<file path="config.mk">
export PLATFORM = sky130hd
export DESIGN_NAME = lamp_diag
export DESIGN_NICKNAME = d
export VERILOG_FILES = /design/src/logic/lamp_pkg.sv /design/src/logic/lamp_diag.sv
export VERILOG_INCLUDE_DIRS = /design/src /design/src/logic
export SDC_FILE = /design/constraint.sdc
export NUM_CORES = 1
export LEC_CHECK = 0
export BUFFER_PORTS_ARGS = -buffer_cell sky130_fd_sc_hd__buf_4
export CORE_UTILIZATION = 40
export CTS_CLUSTER_SIZE = 24
export DETAILED_ROUTE_END_ITERATION = 7
export GPL_TIMING_DRIVEN = 0
export PLACE_DENSITY = 0.64
export SLEW_MARGIN = 20
export SYNTH_ARGS = -nofsm -noshare
export SYNTH_HDL_FRONTEND = slang
export SYNTH_SLANG_ARGS = --single-unit
</file>
<file path="constraint.sdc">
create_clock -name CLK -period 9.1 [get_ports CLK]
set_input_delay 1.82 -clock CLK [delete_from_list [all_inputs] [get_ports CLK]]
set_output_delay 1.82 -clock CLK [all_outputs]
set_load 0.1 [all_outputs]
</file>
<file path="src/logic/lamp_map.svh">
/*
 * offsets, field positions, reset values and timing counts of the
 * diagnostic lamp encoder; assumes a 250 MHz module clock
 */
`ifndef LAMP_MAP_SVH
`define LAMP_MAP_SVH

// clock and lamp timing, each figure in its own unit
`define CLK_HZ 250000000
`define SLOW_FLASH_HZ 1
`define FAST_FLASH_HZ 3
`define PULSE_MS 200
`define SEC_MS 1000
`define HOLD_S 60

// derived cycle counts; half periods round down, slot and second are exact
`define SLOW_HALF_CYC (`CLK_HZ / (2 * `SLOW_FLASH_HZ))
`define FAST_HALF_CYC (`CLK_HZ / (2 * `FAST_FLASH_HZ))
`define PULSE_CYC ((`CLK_HZ / 1000) * `PULSE_MS)
`define SEC_CYC ((`CLK_HZ / 1000) * `SEC_MS)

// pulse group: seven on/off pairs, then a four slot pause
`define SLOT_LAST 5'h11

// register map (byte addresses)
`define CTRL_OFS 12'h000
`define STATUS_OFS 12'h004
`define CODE_OFS 12'h008
`define CTRL_RST 2'h0
`define CTRL_IDENT_BIT 0
`define CTRL_DARK_BIT 1

`endif

</file>
<file path="src/logic/lamp_pkg.sv">
/*
 * types shared by the diagnostic lamp encoder and its bench;
 * assumes nothing beyond a SystemVerilog compiler
 */
package lamp_pkg;

   // per device port status from the safety logic
   typedef struct packed {
      logic [6:0] fault;   // bit n-1 set: fault with n pulse code
      logic ack_pend;      // fault may now be acknowledged
      logic in_a;          // safety input 1 level
      logic in_b;          // safety input 2 level
      logic in_err;        // discrepancy or stable time error
   } port_in_t;

   // module level status
   typedef struct packed {
      logic run;           // module in run state
      logic ack_pend;      // module fault may be acknowledged
      logic internal;      // internal module fault
      logic wd_expired;    // safety watchdog time exceeded
      logic [5:0] fault;   // bit n-1 set: module fault with n pulse code
   } mod_in_t;

   // network side status
   typedef struct packed {
      logic [1:0] link;    // link up per network port
      logic [1:0] active;  // frames moving per network port
      logic slow;          // link only at a slow rate
      logic cyclic;        // cyclic process data exchanged
   } net_in_t;

   // supply comparators
   typedef struct packed {
      logic below_20;
      logic below_17;
      logic below_12;
   } supply_in_t;

   // one bicolour lamp
   typedef struct packed {
      logic red;
      logic green;
   } lamp2_t;

endpackage

</file>
<file path="src/logic/lamp_diag.sv">
/*
 * diagnostic lamp encoder: steady, flashing and pulse count patterns
 * for port, network and central lamps, with an APB register slave;
 * assumes status inputs synchronous to CLK and an APB master that waits for PREADY
 */
// Implementation choices: the placing of the registers and the APB interface to the registers.
// What this block does
// - port fault lamp steady green when the port has no fault.
// - port fault lamp flashes green while a port fault awaits acknowledgement.
// - port fault lamp flashes red groups of one to six naming the fault.
// - seven pulse feedback interface code only on device ports four to seven.
// - port red code held about sixty seconds after the fault vanishes.
// - input lamp off both low, on both high, flashing otherwise or error.
// - link lamp steady green while the network port has link.
// - activity lamp flashes while frames move on that network port.
// - system failure lamp steady red on any module or port error.
// - system failure lamp flashes green when identification is requested.
// - bus failure lamp steady red with no link or a slow link.
// - bus failure lamp flashes red with link but no cyclic data.
// - module lamp flashes green in run while a module fault awaits acknowledgement.
// - module lamp steady red on internal module fault.
// - module lamp flashes red at three hertz on watchdog expiry.
// - module lamp flashes red groups of one to six naming the fault.
// - supply lamp green when fine, one hertz flash below 20 V.
// - supply lamp flashes at three hertz below 17 V.
// - supply lamp off below 12 V.
`timescale 1ns/1ps
`default_nettype none
`include "lamp_map.svh"

module lamp_diag #(
   parameter logic [31:0] SLOW_HALF_CYC = `SLOW_HALF_CYC,
   parameter logic [31:0] FAST_HALF_CYC = `FAST_HALF_CYC,
   parameter logic [31:0] PULSE_CYC = `PULSE_CYC,
   parameter logic [31:0] SEC_CYC = `SEC_CYC
) (
   input wire logic CLK,
   input wire logic RESET,
   input wire logic PSEL,
   input wire logic PENABLE,
   input wire logic PWRITE,
   input wire logic [11:0] PADDR,
   input wire logic [31:0] PWDATA,
   output logic [31:0] PRDATA,
   output logic PREADY,
   output logic PSLVERR,
   input wire lamp_pkg::port_in_t [7:0] PORT_IN,
   input wire lamp_pkg::mod_in_t MOD_IN,
   input wire lamp_pkg::net_in_t NET_IN,
   input wire lamp_pkg::supply_in_t SUPPLY_IN,
   output lamp_pkg::lamp2_t [7:0] PORT_FAULT_LAMP,
   output logic [7:0] PORT_INPUT_LAMP,
   output logic [1:0] LINK_LAMP,
   output logic [1:0] ACTIVITY_LAMP,
   output lamp_pkg::lamp2_t SYSTEM_FAILURE_LAMP,
   output logic BUS_FAILURE_LAMP,
   output lamp_pkg::lamp2_t MODULE_LAMP,
   output logic SUPPLY_LAMP
);

   // lowest set bit gives the pulse count, zero when none is set
   function automatic logic [2:0] pick_code(input logic [6:0] f);
      logic [2:0] c;
      c = 3'h0;
      for (int i = 6; i >= 0; i--) begin
         if (f[i]) begin
            c = 3'(i + 1);
         end
      end
      return c;
   endfunction

   // lit during even slots below twice the count
   function automatic logic pulse_lit(input logic [2:0] code, input logic [4:0] slot);
      return (code != 3'h0) && !slot[0] && (slot < {1'b0, code, 1'b0});
   endfunction

   // free running flash sources, shared so all lamps blink in step
   logic [31:0] slow_cnt_r, fast_cnt_r, slot_cnt_r, sec_cnt_r;
   logic slow_ph_r, fast_ph_r;
   logic [4:0] slot_r;
   wire slow_end = (slow_cnt_r == SLOW_HALF_CYC - 32'h1);
   wire fast_end = (fast_cnt_r == FAST_HALF_CYC - 32'h1);
   wire slot_end = (slot_cnt_r == PULSE_CYC - 32'h1);
   wire sec_tick = (sec_cnt_r == SEC_CYC - 32'h1);

   always_ff @(posedge CLK or posedge RESET) begin
      if (RESET) begin
         slow_cnt_r <= 32'h0;
         fast_cnt_r <= 32'h0;
         slot_cnt_r <= 32'h0;
         sec_cnt_r <= 32'h0;
         slow_ph_r <= 1'b0;
         fast_ph_r <= 1'b0;
         slot_r <= 5'h0;
      end else begin
         slow_cnt_r <= slow_end ? 32'h0 : slow_cnt_r + 32'h1;
         fast_cnt_r <= fast_end ? 32'h0 : fast_cnt_r + 32'h1;
         slot_cnt_r <= slot_end ? 32'h0 : slot_cnt_r + 32'h1;
         sec_cnt_r <= sec_tick ? 32'h0 : sec_cnt_r + 32'h1;
         slow_ph_r <= slow_ph_r ^ slow_end;
         fast_ph_r <= fast_ph_r ^ fast_end;
         // group wraps after a four slot pause, longer than the one slot gap
         if (slot_end) begin
            slot_r <= (slot_r == `SLOT_LAST) ? 5'h0 : slot_r + 5'h1;
         end
      end
   end

   // software control: identification blink and a dark switch
   logic [1:0] ctrl_r;
   wire ident = ctrl_r[`CTRL_IDENT_BIT];
   wire dark = ctrl_r[`CTRL_DARK_BIT];

   // per port code selection and hold timer
   logic [2:0] held_code_r [8];
   logic [5:0] hold_s_r [8];
   logic [2:0] live_code [8];
   logic [2:0] shown_code [8];
   lamp_pkg::lamp2_t port_lamp_nxt [8];
   logic [7:0] in_lamp_nxt;
   logic [7:0] port_err;

   for (genvar p = 0; p < 8; p++) begin : g_port
      // feedback interface code exists only on the upper four ports
      wire [6:0] fmask = (p >= 4) ? 7'h7f : 7'h3f;
      assign live_code[p] = pick_code(PORT_IN[p].fault & fmask);
      // faults lost on passivation keep their code for the hold time
      assign shown_code[p] = (live_code[p] != 3'h0) ? live_code[p] :
         ((hold_s_r[p] != 6'h0) ? held_code_r[p] : 3'h0);
      assign port_err[p] = (shown_code[p] != 3'h0);
      assign port_lamp_nxt[p].red = pulse_lit(shown_code[p], slot_r) && !dark;
      assign port_lamp_nxt[p].green = !port_err[p] && !dark &&
         (!PORT_IN[p].ack_pend || slow_ph_r);
      assign in_lamp_nxt[p] = !dark && ((PORT_IN[p].in_a && PORT_IN[p].in_b &&
         !PORT_IN[p].in_err) || ((PORT_IN[p].in_a ^ PORT_IN[p].in_b || PORT_IN[p].in_err)
         && slow_ph_r));

      // reload on a live fault, count seconds down once it is gone
      always_ff @(posedge CLK or posedge RESET) begin
         if (RESET) begin
            held_code_r[p] <= 3'h0;
            hold_s_r[p] <= 6'h0;
         end else if (live_code[p] != 3'h0) begin
            held_code_r[p] <= live_code[p];
            hold_s_r[p] <= 6'(`HOLD_S);
         end else if (sec_tick && hold_s_r[p] != 6'h0) begin
            hold_s_r[p] <= hold_s_r[p] - 6'h1;
         end
      end
   end

   // network lamps
   wire [1:0] link_nxt = dark ? 2'h0 : NET_IN.link;
   wire [1:0] act_nxt = dark ? 2'h0 : (NET_IN.active & {2{fast_ph_r}});
   wire link_any = |NET_IN.link;
   wire bus_nxt = !dark && ((!link_any || NET_IN.slow) ||
      (!NET_IN.cyclic && slow_ph_r));

   // module lamp: internal beats watchdog beats codes beats green states
   wire [2:0] mod_code = pick_code({1'b0, MOD_IN.fault});
   wire mod_err = MOD_IN.internal || MOD_IN.wd_expired || (mod_code != 3'h0);
   lamp_pkg::lamp2_t mod_nxt, sf_nxt;
   assign mod_nxt.red = !dark && (MOD_IN.internal ||
      (MOD_IN.wd_expired && fast_ph_r) ||
      (!MOD_IN.wd_expired && pulse_lit(mod_code, slot_r)));
   assign mod_nxt.green = !dark && !mod_err && MOD_IN.run &&
      (!MOD_IN.ack_pend || slow_ph_r);

   // system failure lamp: red error wins over identification blink
   wire any_err = mod_err || (|port_err);
   assign sf_nxt.red = !dark && any_err;
   assign sf_nxt.green = !dark && !any_err && ident && slow_ph_r;

   // supply lamp from the three comparator levels
   wire sup_nxt = !dark && !SUPPLY_IN.below_12 && (
      SUPPLY_IN.below_17 ? fast_ph_r :
      (SUPPLY_IN.below_20 ? slow_ph_r : 1'b1));

   // all lamp outputs come from flip-flops
   always_ff @(posedge CLK or posedge RESET) begin
      if (RESET) begin
         PORT_FAULT_LAMP <= '0;
         PORT_INPUT_LAMP <= 8'h0;
         LINK_LAMP <= 2'h0;
         ACTIVITY_LAMP <= 2'h0;
         SYSTEM_FAILURE_LAMP <= '0;
         BUS_FAILURE_LAMP <= 1'b0;
         MODULE_LAMP <= '0;
         SUPPLY_LAMP <= 1'b0;
      end else begin
         for (int p = 0; p < 8; p++) begin
            PORT_FAULT_LAMP[p] <= port_lamp_nxt[p];
         end
         PORT_INPUT_LAMP <= in_lamp_nxt;
         LINK_LAMP <= link_nxt;
         ACTIVITY_LAMP <= act_nxt;
         SYSTEM_FAILURE_LAMP <= sf_nxt;
         BUS_FAILURE_LAMP <= bus_nxt;
         MODULE_LAMP <= mod_nxt;
         SUPPLY_LAMP <= sup_nxt;
      end
   end

   // apb slave: one wait state so read data comes from a flip-flop
   wire acc = PSEL && PENABLE && !PREADY;
   wire hit_ctrl = (PADDR == `CTRL_OFS);
   wire hit_stat = (PADDR == `STATUS_OFS);
   wire hit_code = (PADDR == `CODE_OFS);
   wire mapped = hit_ctrl || hit_stat || (hit_code && !PWRITE);
   wire [31:0] stat_word = {14'h0, SUPPLY_LAMP, MODULE_LAMP, BUS_FAILURE_LAMP,
      SYSTEM_FAILURE_LAMP, ACTIVITY_LAMP, LINK_LAMP, PORT_INPUT_LAMP};
   wire [31:0] code_word = {8'h0, shown_code[7], shown_code[6], shown_code[5],
      shown_code[4], shown_code[3], shown_code[2], shown_code[1], shown_code[0]};
   wire [31:0] rd_nxt = hit_ctrl ? {30'h0, ctrl_r} :
      (hit_stat ? stat_word : (hit_code ? code_word : 32'h0));

   always_ff @(posedge CLK or posedge RESET) begin
      if (RESET) begin
         ctrl_r <= `CTRL_RST;
         PRDATA <= 32'h0;
         PREADY <= 1'b0;
         PSLVERR <= 1'b0;
      end else begin
         PREADY <= acc;
         PSLVERR <= acc && !mapped;
         PRDATA <= (acc && !PWRITE) ? rd_nxt : 32'h0;
         if (acc && PWRITE && hit_ctrl) begin
            ctrl_r <= PWDATA[1:0];
         end
      end
   end

endmodule

`default_nettype wire

</file>
==> flow_summary.json <==
{
  "required_ps": 9580,
  "clk_latency_ps": 550,
  "synth_edf_count": 0,
  "grt_max_degree": 34,
  "fmax_ghz": 0.245,
  "synth_top_area_cell": "dfrtp_1",
  "outcome": "finished clean",
  "core_um2": 32800,
  "gr-usage-all-layers": 0.199,
  "p_comb_frac": 0.083,
  "critPathArrivalTime_ps": 4550,
  "setup_viol": 0,
  "final_common_cell": "dfrtp_1",
  "p_leak_nw": 7.37,
  "fin_util": 0.507,
  "ys_seq_area_frac": 0.501,
  "critPathKind": "in -> reg",
  "start_util": 0.410,
  "syn_inst": 1348,
  "root_buffer": "clkbuf_16",
  "grt_pass1_vias": 10215,
  "synth_top_area_frac": 0.501,
  "drc": 0,
  "ir_worst_vdd_mv": 0.145,
  "routed_wl_um": 34000,
  "cts.hold.buffers_added": 0,
  "cts_setup_buffers": 0,
  "ant_nets": 0,
  "io_buffer_count": 181,
  "dieHeight_um": 185,
  "rsz0062_at_grt": "false",
  "yosysUniqueCellTypes": 67,
  "p_switching_mw": 0.644,
  "post-route-period-util": 0.448,
  "synth.ff_latch_count": 269,
  "first_iter_violations": 656,
  "synth-main-ff-cell": "dfrtp_1",
  "grt-ovfl-total": 0,
  "synth_async_sr_flop_share": 1.00,
  "grt_pass1_wl_um": 53700,
  "drv_slew": 0,
  "avgSynthCellArea_um2": 9.97,
  "slew_headroom": 0.310,
  "p_int_mw": 2.08,
  "pin_count": 224,
  "powerDensity_nw_per_um2": 164,
  "areaGrowthSynthToFinish_pct": 23.7,
  "syn-cell-area_um2": 13400,
  "drive_above_1_share": 0.174,
  "clock-skew-final_ps": 12.1,
  "die_area_um2": 34300,
  "wl_per_cell_um": 16.6,
  "die_w_um": 185,
  "cts_max_level": 1,
  "vias": 10586,
  "antenna_found_initial": 2,
  "r2r_slack_ps": 6060,
  "critPathLaunchType": "input pin",
  "clkTransAtPathRegs_ps": 60,
  "final_cell_mix": "269 x dfrtp_1, 189 x buf_4, 156 x nor2_1",
  "nets": 1781,
  "rows": 66,
  "layout_min_cycle_time_ps": 4080,
  "finalSetupTns_ps": 0,
  "numCtsBuffers": 30,
  "drt_first_pass_iters": 5,
  "p_clk_frac": 0.471,
  "synth.area.top_cells": "dfrtp_1 50%, xor2_1 5.7%, ha_1 4.5%",
  "clockBufferDepth": 3,
  "cts_tree": "yes",
  "gp_congestion": 0.841,
  "crit_path_end_kind": "flop",
  "seqCellArea_um2": 6730,
  "clock_sinks": 269,
  "viasPerCell": 5.18,
  "path_max_fanout": 10,
  "fillers": 3028,
  "worst_pin_slew_ps": 1030,
  "hold_class": "reg -> reg",
  "cts_resized": 0,
  "switching_share": 0.236,
  "dp_hpwl_um": 25300,
  "drv_cap": 0,
  "ys.warnings.count": 0,
  "seq_power_share": 0.446,
  "hold_violations": 0,
  "multi_input_area_um2": 6400
}
==> synth_stat cells, types with 9 or more instances <==
cell      count
and3_1       40
dfrtp_1     269
o21ai_0      39
xor2_1       88
nor4_1       23
and2_1       14
nand2b_1     20
inv_1        43
a21oi_1      45
nor3_1       42
a21boi_0      9
a211oi_1     18
nand4_1      39
nor4b_1      13
nand2_1     111
nand3_1      74
nor2_1      156
xnor2_1      65
nor2b_1      16
clkbuf_1     18
ha_1         48
and4_1        9
or3_1        22
==> path summary, 6_finish.rpt <==
check	from	end	cells past startpoint
min in group asynchronous	RESET	fast_cnt_r[15]$_DFF_PP0_	2
setup reg to reg	sec_cnt_r[0]$_DFF_PP0_	hold_s_r[14]$_DFFE_PP0P_	7
max in group asynchronous	RESET	slot_cnt_r[16]$_DFF_PP0_	6
setup / recovery	PADDR[7]	PRDATA[16]$_DFF_PP0_	8
hold / removal	PREADY$_DFF_PP0_	PREADY$_DFF_PP0_	1
hold reg to reg	PREADY$_DFF_PP0_	PREADY$_DFF_PP0_	1
==> routing by layer <==
| layer | global-route usage | vias to the layer above | wire, um |
|---|---|---|---|
| met1 | 0.282 | 5107 | 16000 |
| met3 | 0.0336 | 51 | 1880 |
| met5 | 0 | - | 13 |
| met4 | 0.0473 | 2 | 635 |
| li1 | - | 5170 | - |
| met2 | 0.317 | 256 | 15400 |
==> critical path, cell delays in order <==
cell,delay (ps)
buf_4,100
or4_4,520
nor4_2,420
nand2_1,140
or2_4,280
nor2b_1,600
buf_2,450
a22o_1,200
==> kinds of logic after synthesis <==
kind of cell             Yosys count  synth area share
AND/OR/NAND/NOR                  628             0.244
AO/OA/AOI/OAI                    167            0.0818
XOR/XNOR                         153            0.0997
flip-flops                       269             0.501
multiplexers                       4           0.00326
adder cells (fa/ha/maj)           48            0.0447
buffers and inverters             78            0.0257
other                              1          0.000279
==> power groups by stage <==
stage               combinational [mW]  sequential (mW)  clock [mW]
floorplan                       0.0782             1.29           0
global placement                 0.216             1.24           0
detailed placement               0.228             1.24           0
CTS                              0.229             1.22        1.31
global route                     0.245             1.22        1.37
finish                           0.226             1.22        1.29
==> sequential cells by signal, indices dropped and copies added (netlist names) <==
signal / cells
PORT_INPUT_LAMP: 8
SUPPLY_LAMP: 1
MODULE_LAMP: 2
PREADY: 1
slow_ph_r: 1
sec_cnt_r: 32
SYSTEM_FAILURE_LAMP: 2
slot_cnt_r: 32
PSLVERR: 1
PRDATA: 24
fast_cnt_r: 32
PORT_FAULT_LAMP: 16
slot_r: 5
hold_s_r: 48
held_code_r: 24
fast_ph_r: 1
slow_cnt_r: 32
ctrl_r: 2
BUS_FAILURE_LAMP: 1
ACTIVITY_LAMP: 2
LINK_LAMP: 2
==> layout make-up <==
class / count / share of cell area
timing repair buffer: 190 / 0.0926
multi-input combinational: 1008 / 0.385
buffer: 35 / 0.0111
tap: 442 / 0.0333
inverter: 43 / 0.00993
antenna: 1 / 0.000150
clock inverter: 9 / 0.00888
clock buffer: 45 / 0.0546
sequential: 269 / 0.405
==> stage by stage <==
| stage | cell area (um^2) | cells | hold WS, ps | setup slack [ps] | total power [mW] |
|---|---|---|---|---|---|
| global placement | 15400 | 1978 | 444 | 1980 | 1.45 |
| global route | 16600 | 2041 | 467 | 4890 | 2.83 |
| CTS | 16600 | 2041 | 456 | 5020 | 2.75 |
| detailed placement | 15600 | 1987 | 449 | 4450 | 1.47 |
| floorplan | 13500 | 1355 | 438 | 3730 | 1.37 |
| finish | 16600 | 2042 | 450 | 5020 | 2.73 |
Power figures use the tool's default switching activity.
